**src/hdl/fsw_defines.vh**
```
// Purpose: constants for the status word and write-protect logic
// Assumes: 21-bit byte address, 16-bit status word
// Notes: cycle counts are at the 50 MHz system clock
`ifndef FSW_DEFINES_VH
`define FSW_DEFINES_VH

// ==========================================
// command codes
`define FSW_CMD_WREN 8'h06
`define FSW_CMD_WRDI 8'h04
`define FSW_CMD_RDSR_LO 8'h05
`define FSW_CMD_RDSR_HI 8'h35
`define FSW_CMD_SRW 8'h01
`define FSW_CMD_PP 8'h02
`define FSW_CMD_SE 8'h20
`define FSW_CMD_BE32 8'h52
`define FSW_CMD_BE64 8'hd8
`define FSW_CMD_CE_A 8'h60
`define FSW_CMD_CE_B 8'hc7
`define FSW_CMD_SUSPEND 8'h75
`define FSW_CMD_RESUME 8'h7a
`define FSW_CMD_HPM 8'ha3
`define FSW_CMD_HPM_EXIT 8'hab

// ==========================================
// status word bit positions
`define FSW_BIT_BUSY 0
`define FSW_BIT_WEL 1
`define FSW_BIT_BP_LSB 2
`define FSW_BIT_BP_MSB 6
`define FSW_BIT_PM_LO 7
`define FSW_BIT_PM_HI 8
`define FSW_BIT_QE 9
`define FSW_BIT_LB 10
`define FSW_BIT_HPF 13
`define FSW_BIT_CMP 14
`define FSW_BIT_SUS 15

// ==========================================
// power-up values of non-volatile fields
`define FSW_RST_BP 5'h00
`define FSW_RST_QE 1'b0
`define FSW_RST_LB 1'b0
`define FSW_RST_CMP 1'b0
`define FSW_RST_PM_LO 1'b0

// ==========================================
// address geometry
`define FSW_ADDR_W 21
`define FSW_PAGE_LAST 21'h0000ff
`define FSW_SECTOR_LAST 21'h000fff
`define FSW_BLK32_LAST 21'h007fff
`define FSW_BLK64_LAST 21'h00ffff

// ==========================================
// busy times in system clock cycles
`define FSW_SRW_CYCLES 24'h000400
`define FSW_PP_CYCLES 24'h000800
`define FSW_SE_CYCLES 24'h001000
`define FSW_BE_CYCLES 24'h004000
`define FSW_CE_CYCLES 24'h010000

// ==========================================
// array operation codes
`define FSW_OP_PROG 2'h0
`define FSW_OP_SECT 2'h1
`define FSW_OP_BLK 2'h2
`define FSW_OP_CHIP 2'h3

`endif

```
**src/hdl/fsw_protect.v**
```verilog
// Function
// - complement set with low protect code zero protects the whole array
// - complement, bp4 and bp3 low: codes 1 to 5 protect a lower region
// - complement, bp4 low, bp3 high: codes 1 to 5 protect an upper region
// - complement set with protect bits 2 and 1 high leaves nothing protected
// - complement, bp4 high, bp3 low: all below the top 4K to 32K protected
// - complement, bp4 and bp3 high: all above the bottom 4K to 32K protected
// - 16-bit status word with suspend, complement, hpf, lock, quad, mode-hi in upper byte
// - busy flag is one exactly while program, erase or status write runs
// - latch cleared refuses status write, program, erase; flag shows latch
// - block-protect bits change only by status write outside hardware lock
// - program, sector and block erase into the protected region are refused
// - chip erase runs only with protect bits 2..0 zero and complement zero
// - protect mode 00: status word writable once latch set, pin ignored
// - protect mode 01 with write-protect pin low locks the status word while quad enable is zero
// - protect mode 01 with pin high: writable once latch set
// - protect mode 10 locks until power cycle, which restores mode 00
// - protect mode 11 locks the status word until power cycle, which restores mode 00
// - quad enable is a read/write status bit gating quad transfers
// - latch set by write enable, cleared by power-up, disable, writes, erases
// - complement bit is read/write at bit 14, default zero
// - security lock defaults zero and once set clears only at power-up
// - suspend flag read-only, set by suspend, cleared by resume or power cycle
//
// Purpose: status word, write-enable latch and array protection of a serial flash
// Assumes: spi pins sampled by clock_i, mode 0 or 3, sclk well below clock_i / 4
// Notes: array itself lives outside; array_go_o starts an accepted operation
`timescale 1ns/1ps
`include "fsw_defines.vh"

module fsw_protect
#(
  parameter [23:0] SRW_CYCLES = `FSW_SRW_CYCLES,
  parameter [23:0] PP_CYCLES = `FSW_PP_CYCLES,
  parameter [23:0] SE_CYCLES = `FSW_SE_CYCLES,
  parameter [23:0] BE_CYCLES = `FSW_BE_CYCLES,
  parameter [23:0] CE_CYCLES = `FSW_CE_CYCLES
)
(
  input wire clock_i,
  input wire arst_n_i,
  input wire sclk_i,
  input wire cs_n_i,
  input wire si_i,
  input wire wp_n_i,
  output wire so_o,
  output wire so_oe_o,
  output wire [15:0] status_o,
  output wire busy_flag_o,
  output wire write_enable_latch_o,
  output wire quad_enable_o,
  output wire security_lock_o,
  output wire array_go_o,
  output wire [1:0] array_op_o,
  output wire [20:0] array_addr_o
);

  // ==========================================
  // reset release and pin synchronisers
  reg [1:0] rst_sync_r;
  wire rst_n;
  reg [1:0] sclk_sync_r;
  reg [1:0] cs_sync_r;
  reg [1:0] si_sync_r;
  reg [1:0] wp_sync_r;
  reg sclk_d_r;
  reg cs_d_r;

  always @(posedge clock_i or negedge arst_n_i)
  begin
    if (!arst_n_i)
      rst_sync_r <= 2'b00;
    else
      rst_sync_r <= {rst_sync_r[0], 1'b1};
  end
  assign rst_n = rst_sync_r[1];

  always @(posedge clock_i or negedge rst_n)
  begin
    if (!rst_n)
    begin
      sclk_sync_r <= 2'b00;
      cs_sync_r <= 2'b11;
      si_sync_r <= 2'b00;
      wp_sync_r <= 2'b11;
      sclk_d_r <= 1'b0;
      cs_d_r <= 1'b1;
    end
    else
    begin
      sclk_sync_r <= {sclk_sync_r[0], sclk_i};
      cs_sync_r <= {cs_sync_r[0], cs_n_i};
      si_sync_r <= {si_sync_r[0], si_i};
      wp_sync_r <= {wp_sync_r[0], wp_n_i};
      sclk_d_r <= sclk_sync_r[1];
      cs_d_r <= cs_sync_r[1];
    end
  end

  wire sclk_s = sclk_sync_r[1];
  wire cs_s = cs_sync_r[1];
  wire sclk_rise = sclk_s & !sclk_d_r & !cs_s;
  wire sclk_fall = !sclk_s & sclk_d_r & !cs_s;
  wire deselect = cs_s & !cs_d_r;

  // ==========================================
  // status fields
  reg [4:0] bp_r;
  reg pm_lo_r;
  reg pm_hi_r;
  reg qe_r;
  reg lb_r;
  reg cmp_r;
  reg hpf_r;
  reg sus_r;
  reg wel_r;
  reg run_r;
  reg [23:0] busy_cnt_r;
  reg [1:0] run_op_r;
  reg run_srw_r;

  wire busy = run_r & !sus_r;
  assign status_o = {sus_r, cmp_r, hpf_r, 2'b00, lb_r, qe_r, pm_hi_r,
                     pm_lo_r, bp_r, wel_r, busy};
  assign busy_flag_o = busy;
  assign write_enable_latch_o = wel_r;
  assign quad_enable_o = qe_r;
  assign security_lock_o = lb_r;

  // ==========================================
  // serial shifter
  reg [2:0] bit_cnt_r;
  reg [7:0] shift_r;
  reg [7:0] cmd_r;
  reg [2:0] byte_cnt_r;
  reg [20:0] addr_r;
  reg [7:0] srw_lo_r;
  reg [7:0] srw_hi_r;
  reg [7:0] out_sh_r;
  reg so_r;
  wire [7:0] shift_nxt = {shift_r[6:0], si_sync_r[1]};
  wire byte_done = sclk_rise & (bit_cnt_r == 3'h7);

  always @(posedge clock_i or negedge rst_n)
  begin
    if (!rst_n)
    begin
      bit_cnt_r <= 3'h0;
      shift_r <= 8'h00;
      cmd_r <= 8'h00;
      byte_cnt_r <= 3'h0;
      addr_r <= 21'h000000;
      srw_lo_r <= 8'h00;
      srw_hi_r <= 8'h00;
    end
    else if (cs_s)
    begin
      bit_cnt_r <= 3'h0;
      byte_cnt_r <= 3'h0;
    end
    else if (sclk_rise)
    begin
      bit_cnt_r <= bit_cnt_r + 3'h1;
      shift_r <= shift_nxt;
      if (byte_done)
      begin
        if (byte_cnt_r != 3'h7)
          byte_cnt_r <= byte_cnt_r + 3'h1;
        case (byte_cnt_r)
          3'h0: cmd_r <= shift_nxt;
          3'h1:
          begin
            srw_lo_r <= shift_nxt;
            addr_r[20:16] <= shift_nxt[4:0];
          end
          3'h2:
          begin
            srw_hi_r <= shift_nxt;
            addr_r[15:8] <= shift_nxt;
          end
          3'h3: addr_r[7:0] <= shift_nxt;
          default: addr_r <= addr_r;
        endcase
      end
    end
  end

  // ==========================================
  // status read path, shifted on falling sclk
  wire reading = (byte_cnt_r != 3'h0) &&
                 ((cmd_r == `FSW_CMD_RDSR_LO) || (cmd_r == `FSW_CMD_RDSR_HI));
  wire [7:0] rd_byte = (cmd_r == `FSW_CMD_RDSR_HI) ? status_o[15:8] : status_o[7:0];

  always @(posedge clock_i or negedge rst_n)
  begin
    if (!rst_n)
    begin
      out_sh_r <= 8'h00;
      so_r <= 1'b0;
    end
    else if (sclk_fall && reading)
    begin
      // status sampled fresh each byte so busy polling sees live state
      if (bit_cnt_r == 3'h0)
      begin
        so_r <= rd_byte[7];
        out_sh_r <= {rd_byte[6:0], 1'b0};
      end
      else
      begin
        so_r <= out_sh_r[7];
        out_sh_r <= {out_sh_r[6:0], 1'b0};
      end
    end
  end

  assign so_o = so_r;
  assign so_oe_o = reading & !cs_s;

  // ==========================================
  // protection of the target span
  reg [20:0] span_last;
  wire prot_first;
  wire prot_last;

  always @*
  begin
    case (cmd_r)
      `FSW_CMD_PP: span_last = addr_r | `FSW_PAGE_LAST;
      `FSW_CMD_SE: span_last = addr_r | `FSW_SECTOR_LAST;
      `FSW_CMD_BE32: span_last = addr_r | `FSW_BLK32_LAST;
      `FSW_CMD_BE64: span_last = addr_r | `FSW_BLK64_LAST;
      default: span_last = addr_r;
    endcase
  end

  // region sits at an array end, so checking both span ends is enough
  fsw_range_check u_chk_first
  (
    .addr_i(addr_r),
    .bp_i(bp_r),
    .cmp_i(cmp_r),
    .prot_o(prot_first)
  );

  fsw_range_check u_chk_last
  (
    .addr_i(span_last),
    .bp_i(bp_r),
    .cmp_i(cmp_r),
    .prot_o(prot_last)
  );

  wire span_prot = prot_first | prot_last;
  wire chip_ok = (bp_r[2:0] == 3'b000) & !cmp_r;

  // ==========================================
  // command execution at deselect
  wire framed = deselect & (bit_cnt_r == 3'h0);
  wire is_pp = (cmd_r == `FSW_CMD_PP) && (byte_cnt_r >= 3'h5);
  wire is_se = (cmd_r == `FSW_CMD_SE) && (byte_cnt_r == 3'h4);
  wire is_be = ((cmd_r == `FSW_CMD_BE32) || (cmd_r == `FSW_CMD_BE64)) && (byte_cnt_r == 3'h4);
  wire is_ce = ((cmd_r == `FSW_CMD_CE_A) || (cmd_r == `FSW_CMD_CE_B)) && (byte_cnt_r == 3'h1);
  wire is_srw = (cmd_r == `FSW_CMD_SRW) && ((byte_cnt_r == 3'h2) || (byte_cnt_r == 3'h3));
  wire is_one = (byte_cnt_r == 3'h1);
  // quad mode turns the protect pin into a data line, so it stops locking
  wire hw_lock = pm_lo_r & !pm_hi_r & !wp_sync_r[1] & !qe_r;
  wire sr_lock = pm_hi_r | hw_lock;
  wire write_cmd = is_pp | is_se | is_be | is_ce | is_srw;
  wire idle = !run_r;
  wire arr_ok = wel_r & ((is_pp | is_se | is_be) ? !span_prot : chip_ok);
  wire arr_go = framed & idle & (is_pp | is_se | is_be | is_ce) & arr_ok;
  wire srw_go = framed & idle & is_srw & wel_r & !sr_lock;

  wire [1:0] op_nxt = is_se ? `FSW_OP_SECT : is_be ? `FSW_OP_BLK : is_ce ? `FSW_OP_CHIP : `FSW_OP_PROG;
  wire [23:0] load_cnt = is_se ? SE_CYCLES : is_be ? BE_CYCLES : is_ce ? CE_CYCLES : PP_CYCLES;

  reg go_r;
  reg [1:0] go_op_r;
  reg [20:0] go_addr_r;

  always @(posedge clock_i or negedge rst_n)
  begin
    if (!rst_n)
    begin
      // power-up: mode 10 falls back to 00, volatile flags clear
      bp_r <= `FSW_RST_BP;
      pm_lo_r <= `FSW_RST_PM_LO;
      pm_hi_r <= 1'b0;
      qe_r <= `FSW_RST_QE;
      lb_r <= `FSW_RST_LB;
      cmp_r <= `FSW_RST_CMP;
      hpf_r <= 1'b0;
      sus_r <= 1'b0;
      wel_r <= 1'b0;
      run_r <= 1'b0;
      run_srw_r <= 1'b0;
      run_op_r <= `FSW_OP_PROG;
      busy_cnt_r <= 24'h000000;
      go_r <= 1'b0;
      go_op_r <= `FSW_OP_PROG;
      go_addr_r <= 21'h000000;
    end
    else
    begin
      go_r <= arr_go;
      if (run_r && !sus_r)
      begin
        if (busy_cnt_r <= 24'h000001)
        begin
          run_r <= 1'b0;
          run_srw_r <= 1'b0;
        end
        else
          busy_cnt_r <= busy_cnt_r - 24'h000001;
      end
      if (framed && idle)
      begin
        if (is_one && (cmd_r == `FSW_CMD_WREN))
          wel_r <= 1'b1;
        else if ((is_one && (cmd_r == `FSW_CMD_WRDI)) || write_cmd)
          wel_r <= 1'b0;
        if (is_one && (cmd_r == `FSW_CMD_HPM))
          hpf_r <= 1'b1;
        else if (is_one && (cmd_r == `FSW_CMD_HPM_EXIT))
          hpf_r <= 1'b0;
      end
      if (srw_go)
      begin
        bp_r <= srw_lo_r[`FSW_BIT_BP_MSB:`FSW_BIT_BP_LSB];
        pm_lo_r <= srw_lo_r[`FSW_BIT_PM_LO];
        if (byte_cnt_r == 3'h3)
        begin
          pm_hi_r <= srw_hi_r[0];
          qe_r <= srw_hi_r[1];
          lb_r <= lb_r | srw_hi_r[2];
          cmp_r <= srw_hi_r[6];
        end
        run_r <= 1'b1;
        run_srw_r <= 1'b1;
        busy_cnt_r <= SRW_CYCLES;
      end
      else if (arr_go)
      begin
        run_r <= 1'b1;
        run_op_r <= op_nxt;
        busy_cnt_r <= load_cnt;
        go_op_r <= op_nxt;
        go_addr_r <= addr_r;
      end
      // suspend only applies to a running array operation
      if (framed && is_one && (cmd_r == `FSW_CMD_SUSPEND) && run_r && !run_srw_r && (run_op_r != `FSW_OP_CHIP))
        sus_r <= 1'b1;
      else if (framed && is_one && (cmd_r == `FSW_CMD_RESUME))
        sus_r <= 1'b0;
    end
  end

  assign array_go_o = go_r;
  assign array_op_o = go_op_r;
  assign array_addr_o = go_addr_r;

endmodule // fsw_protect

```
**src/hdl/fsw_range_check.v**
```verilog
// Purpose: tells whether one byte address lies in the protected region
// Assumes: 2M array, block-protect field plus complement bit
// Notes: one instance per end of a target span
`timescale 1ns/1ps
`include "fsw_defines.vh"

module fsw_range_check
(
  input wire [20:0] addr_i,
  input wire [4:0] bp_i,
  input wire cmp_i,
  output wire prot_o
);

  // ==========================================
  // region size as a power of two
  wire [2:0] code;
  reg [4:0] size_log2;
  wire [20:0] mask;
  wire all_base;
  wire none_base;
  wire in_base;

  assign code = bp_i[2:0];

  always @*
  begin
    if (!bp_i[4])
      size_log2 = 5'd15 + {2'b00, code};
    else if (!code[2])
      size_log2 = 5'd11 + {2'b00, code};
    else
      size_log2 = 5'd15;
  end

  assign mask = ~((21'h000001 << size_log2) - 21'h000001);
  assign none_base = (code == 3'b000);
  assign all_base = (code[2:1] == 2'b11);
  // bp3 picks the low end, else the high end
  assign in_base = bp_i[3] ? ((addr_i & mask) == 21'h000000) : ((addr_i & mask) == mask);

  // complement inverts the whole map
  assign prot_o = cmp_i ^ (all_base | (!none_base & in_base));

endmodule // fsw_range_check

```
**config.mk**
```make
export PLATFORM = sky130hd
export DESIGN_NAME = fsw_protect
export DESIGN_NICKNAME = d
export VERILOG_FILES = /design/src/hdl/fsw_protect.v /design/src/hdl/fsw_range_check.v
export VERILOG_INCLUDE_DIRS = /design/src /design/src/hdl
export SDC_FILE = /design/constraint.sdc
export NUM_CORES = 1
export LEC_CHECK = 0
export ABC_AREA = 1
export BUFFER_PORTS_ARGS = -buffer_cell sky130_fd_sc_hd__buf_2
export CORE_UTILIZATION = 30
export DETAILED_ROUTE_END_ITERATION = 10
export PLACE_DENSITY = 0.45
export SLEW_MARGIN = 20
export SYNTH_ARGS = -nofsm -noshare
export SYNTH_HDL_FRONTEND = slang
export SYNTH_SLANG_ARGS = --single-unit
```
**constraint.sdc**
```tcl
create_clock -name clock_i -period 5.4 [get_ports clock_i]
set_clock_uncertainty 0.1 [all_clocks]
set_input_delay 0.81 -clock clock_i [delete_from_list [all_inputs] [get_ports clock_i]]
set_output_delay 0.81 -clock clock_i [all_outputs]
set_load 0.01 [all_outputs]
```
==> flow_summary_export.csv <==
group,metric,value,unit
outcome,status,"complete, no violations",
critical_path,r2r-end,"busy_cnt_r[11]$_DFFE_PN0P_",
sta,fmax,0.209,GHz
critical_path,critical_path.top_delay_family,"simple AND/OR/NAND/NOR gates",
global_routing,grt_pass1_wl,34800,µm
detailed_routing,drt_wl_total,21200,µm
synthesis,syn_avg_cell_area,7.35,µm²
sta,fin_crit,4.78,ns
global_routing,grt_pass1_vias,6406,
synthesis,syn_area,7460,µm²
sta,fin_crit_sh,88.6,%
detailed_routing,wl_per_cell,15.2,µm
synthesis,synth_edf_count,0,
floorplanning,ios,52,
clocking,cts_tree,"done",
clocking,cts_buffer_depth,2,
power_and_ir_drop,fin_total_pwr,0.00225,W
placed_design,place_congestion,0.857,
synthesis,async_flop_share,100,%
synthesis,ys_seq_area_share,43.0,%
critical_path,critPathLaunchType,"flip-flop",
detailed_routing,firstDrtPassIters,5,
clocking,cts_inserted_buffers,17,
floorplanning,start_util,30.6,%
placed_design,place_inst,1364,
critical_path,slowest_stage,"dfrtp_1",
floorplanning,num_rows,57,
critical_path,cp.required,5.66,ns
cells_and_area,fin_cells,1396,
critical_path,cp_slowest_stage_delay,0.48,ns
cells_and_area,final_common_cell,"nand2_1",
power_and_ir_drop,p_leak,4.36,nW
critical_path,reg2regPathDepth,29,
clocking,post-cts-setup-buffer-count,0,
placed_design,io_buffers,49,
sta,drv_slew,0,
detailed_routing,vias_per_cell,4.75,
critical_path,path_buf_inv,5,
global_routing,track_usage,17.5,%
global_routing,grt-ovfl-total,0,
synthesis,syn_inst,1015,
detailed_routing,via_count,6633,
global_routing,antenna_found_initial,0,
critical_path,endpoint_kind,"flip-flop",
detailed_routing,drc,0,
critical_path,critPathKind,"flip-flop to flip-flop",
cells_and_area,regArea,3210,µm²
cells_and_area,n_antenna_cell,0,
cells_and_area,num-nets-final,1080,
cells_and_area,area_growth_syn_to_layout,15.0,%
clocking,cts.sink_count,128,
critical_path,critPathArrivalTime,5.04,ns
detailed_routing,drt_iter0_drc,466,
power_and_ir_drop,power_density,262,nW/µm²
clocking,root_buffer,"clkbuf_16",
cells_and_area,fin_util,35.2,%
clocking,htree_levels,4,
clocking,path_clk_slew,0.06,ns
sta,setup_tns,0,ns
sta,setup_viol,0,
clocking,ctsResizeCount,0,
global_routing,grt_max_degree,56,
cells_and_area,drive_above_1_share,12.2,%
critical_path,cp_max_fo,55,
floorplanning,die_x,160,µm
cells_and_area,final_cell_mix,"nand2_1, nor2_1, dfrtp_1, inv_1, nand3_1",
synthesis,ys_warn_count,0,
sta,whs,0.0564,ns
min_path,hold_path_class,"primary input to asynchronous set/reset pin",
cells_and_area,fill_cells,2640,
floorplanning,fp.dieH,160,µm
critical_path,r2r_slack,0.62,ns
synthesis,synth-seq-cells,128,
synthesis,synth_flop_cell,"dfrtp_1",
power_and_ir_drop,ir_drop,129,µV
sta,rsz0062_at_grt,"false",
floorplanning,die_area,25500,µm²
placed_design,place.detailed.hpwl,16000,µm
synthesis,synthDistinctLibCells,46,
floorplanning,core,24400,µm²
sta,hold_viol,0,
clocking,clk_latency,0.42,ns
critical_path,crit_path_start,"bp_r[0]$_DFFE_PN0P_",
critical_path,timing.critical_path.mode_cell,"nand2_1",
critical_path,worstReg2RegStart,"bp_r[0]$_DFFE_PN0P_",
clocking,ctsHoldBuffers,0,
cells_and_area,multi_input_area,3610,µm²
sta,tightest_slew,0.989,ns
run,maxCapViolCount,0,
detailed_routing,antenna_left,0,
sta,relSlewSlack,33.8,%
[sequential cells by signal, indices dropped and copies added (netlist names), 2 cells and up]
register	cells
addr_r	20
array_addr_o	21
array_op_o	2
bit_cnt_r	3
bp_r	5
busy_cnt_r	24
byte_cnt_r	3
cmd_r	8
cs_sync_r	2
out_sh_r	7
rst_sync_r	2
sclk_sync_r	2
shift_r	7
si_sync_r	2
srw_lo_r	4
wp_sync_r	2
[worst max path at each step]
stage	to	cells past startpoint	slack [ns]
3_3_place_gp	busy_cnt_r[10]$_DFFE_PN0P_	29	0.57
5_1_grt	busy_cnt_r[11]$_DFFE_PN0P_	29	0.08
2_1_floorplan	addr_r[0]$_DFFE_PN0P_	0	1.48
4_1_cts	busy_cnt_r[10]$_DFFE_PN0P_	29	0.53
6_report	busy_cnt_r[11]$_DFFE_PN0P_	29	0.62
3_5_place_dp	busy_cnt_r[12]$_DFFE_PN0P_	29	0.55
[synth_stat cells, types with 11 or more instances]
master	n	share of area, %
nand4_1	17	1.4
nand2_1	255	13
o21ai_1	25	1.7
ha_1	15	2.5
buf_4	12	1.2
nor2_1	131	6.6
xnor2_1	13	1.5
o21ai_0	78	5.2
inv_1	120	6.0
a21oi_1	15	1.0
nor3_1	11	0.74
nand3_1	83	5.6
dfrtp_1	123	41
nor2_2	11	0.92
[cell type report]
cell class | count | area share (%)
clock buffers | 19 | 5.28
clock inverters | 13 | 1.87
inverters | 128 | 5.60
multi-input cells | 733 | 42.1
flip-flops and latches | 128 | 37.4
well taps | 324 | 4.72
repair buffers | 51 | 3.03
[routing by layer]
metal | vias to the layer above | wire length (µm) | GRT usage, %
li1 | 3356 | - | -
met5 | - | 0 | 0
met2 | 121 | 9560 | 27.9
met4 | 0 | 233 | 4.72
met1 | 3142 | 10700 | 24.5
met3 | 14 | 679 | 2.94
[stage by stage]
stage	setup slack [ns]	instance area (µm²)
3_3_place_gp	0.567	7970
6_report	0.617	8580
5_1_grt	0.0801	8580
4_1_cts	0.531	8580
3_5_place_dp	0.555	7970
2_1_floorplan	1.48	7470
[kinds of logic after synthesis]
group / count (synthesis) / share of synthesized area, %
buffers and inverters: 155 / 8.68
adders and majority gates: 15 / 2.51
other: 2 / 0.101
DFF: 128 / 43.0
xor gates and xnor gates: 22 / 2.58
AOI/OAI and AO/OA: 145 / 10.9
and+or+nand+nor: 548 / 32.3
[where the power goes]
part	leakage [nW]	switching, W	internal, W
Clock	0.299	0.000450	0.000750
Combinational	2.31	0.0000513	0.00000984
Sequential	1.75	0.0000123	0.000978
Total	4.36	0.000514	0.00174
Power figures use the tool's default switching activity.
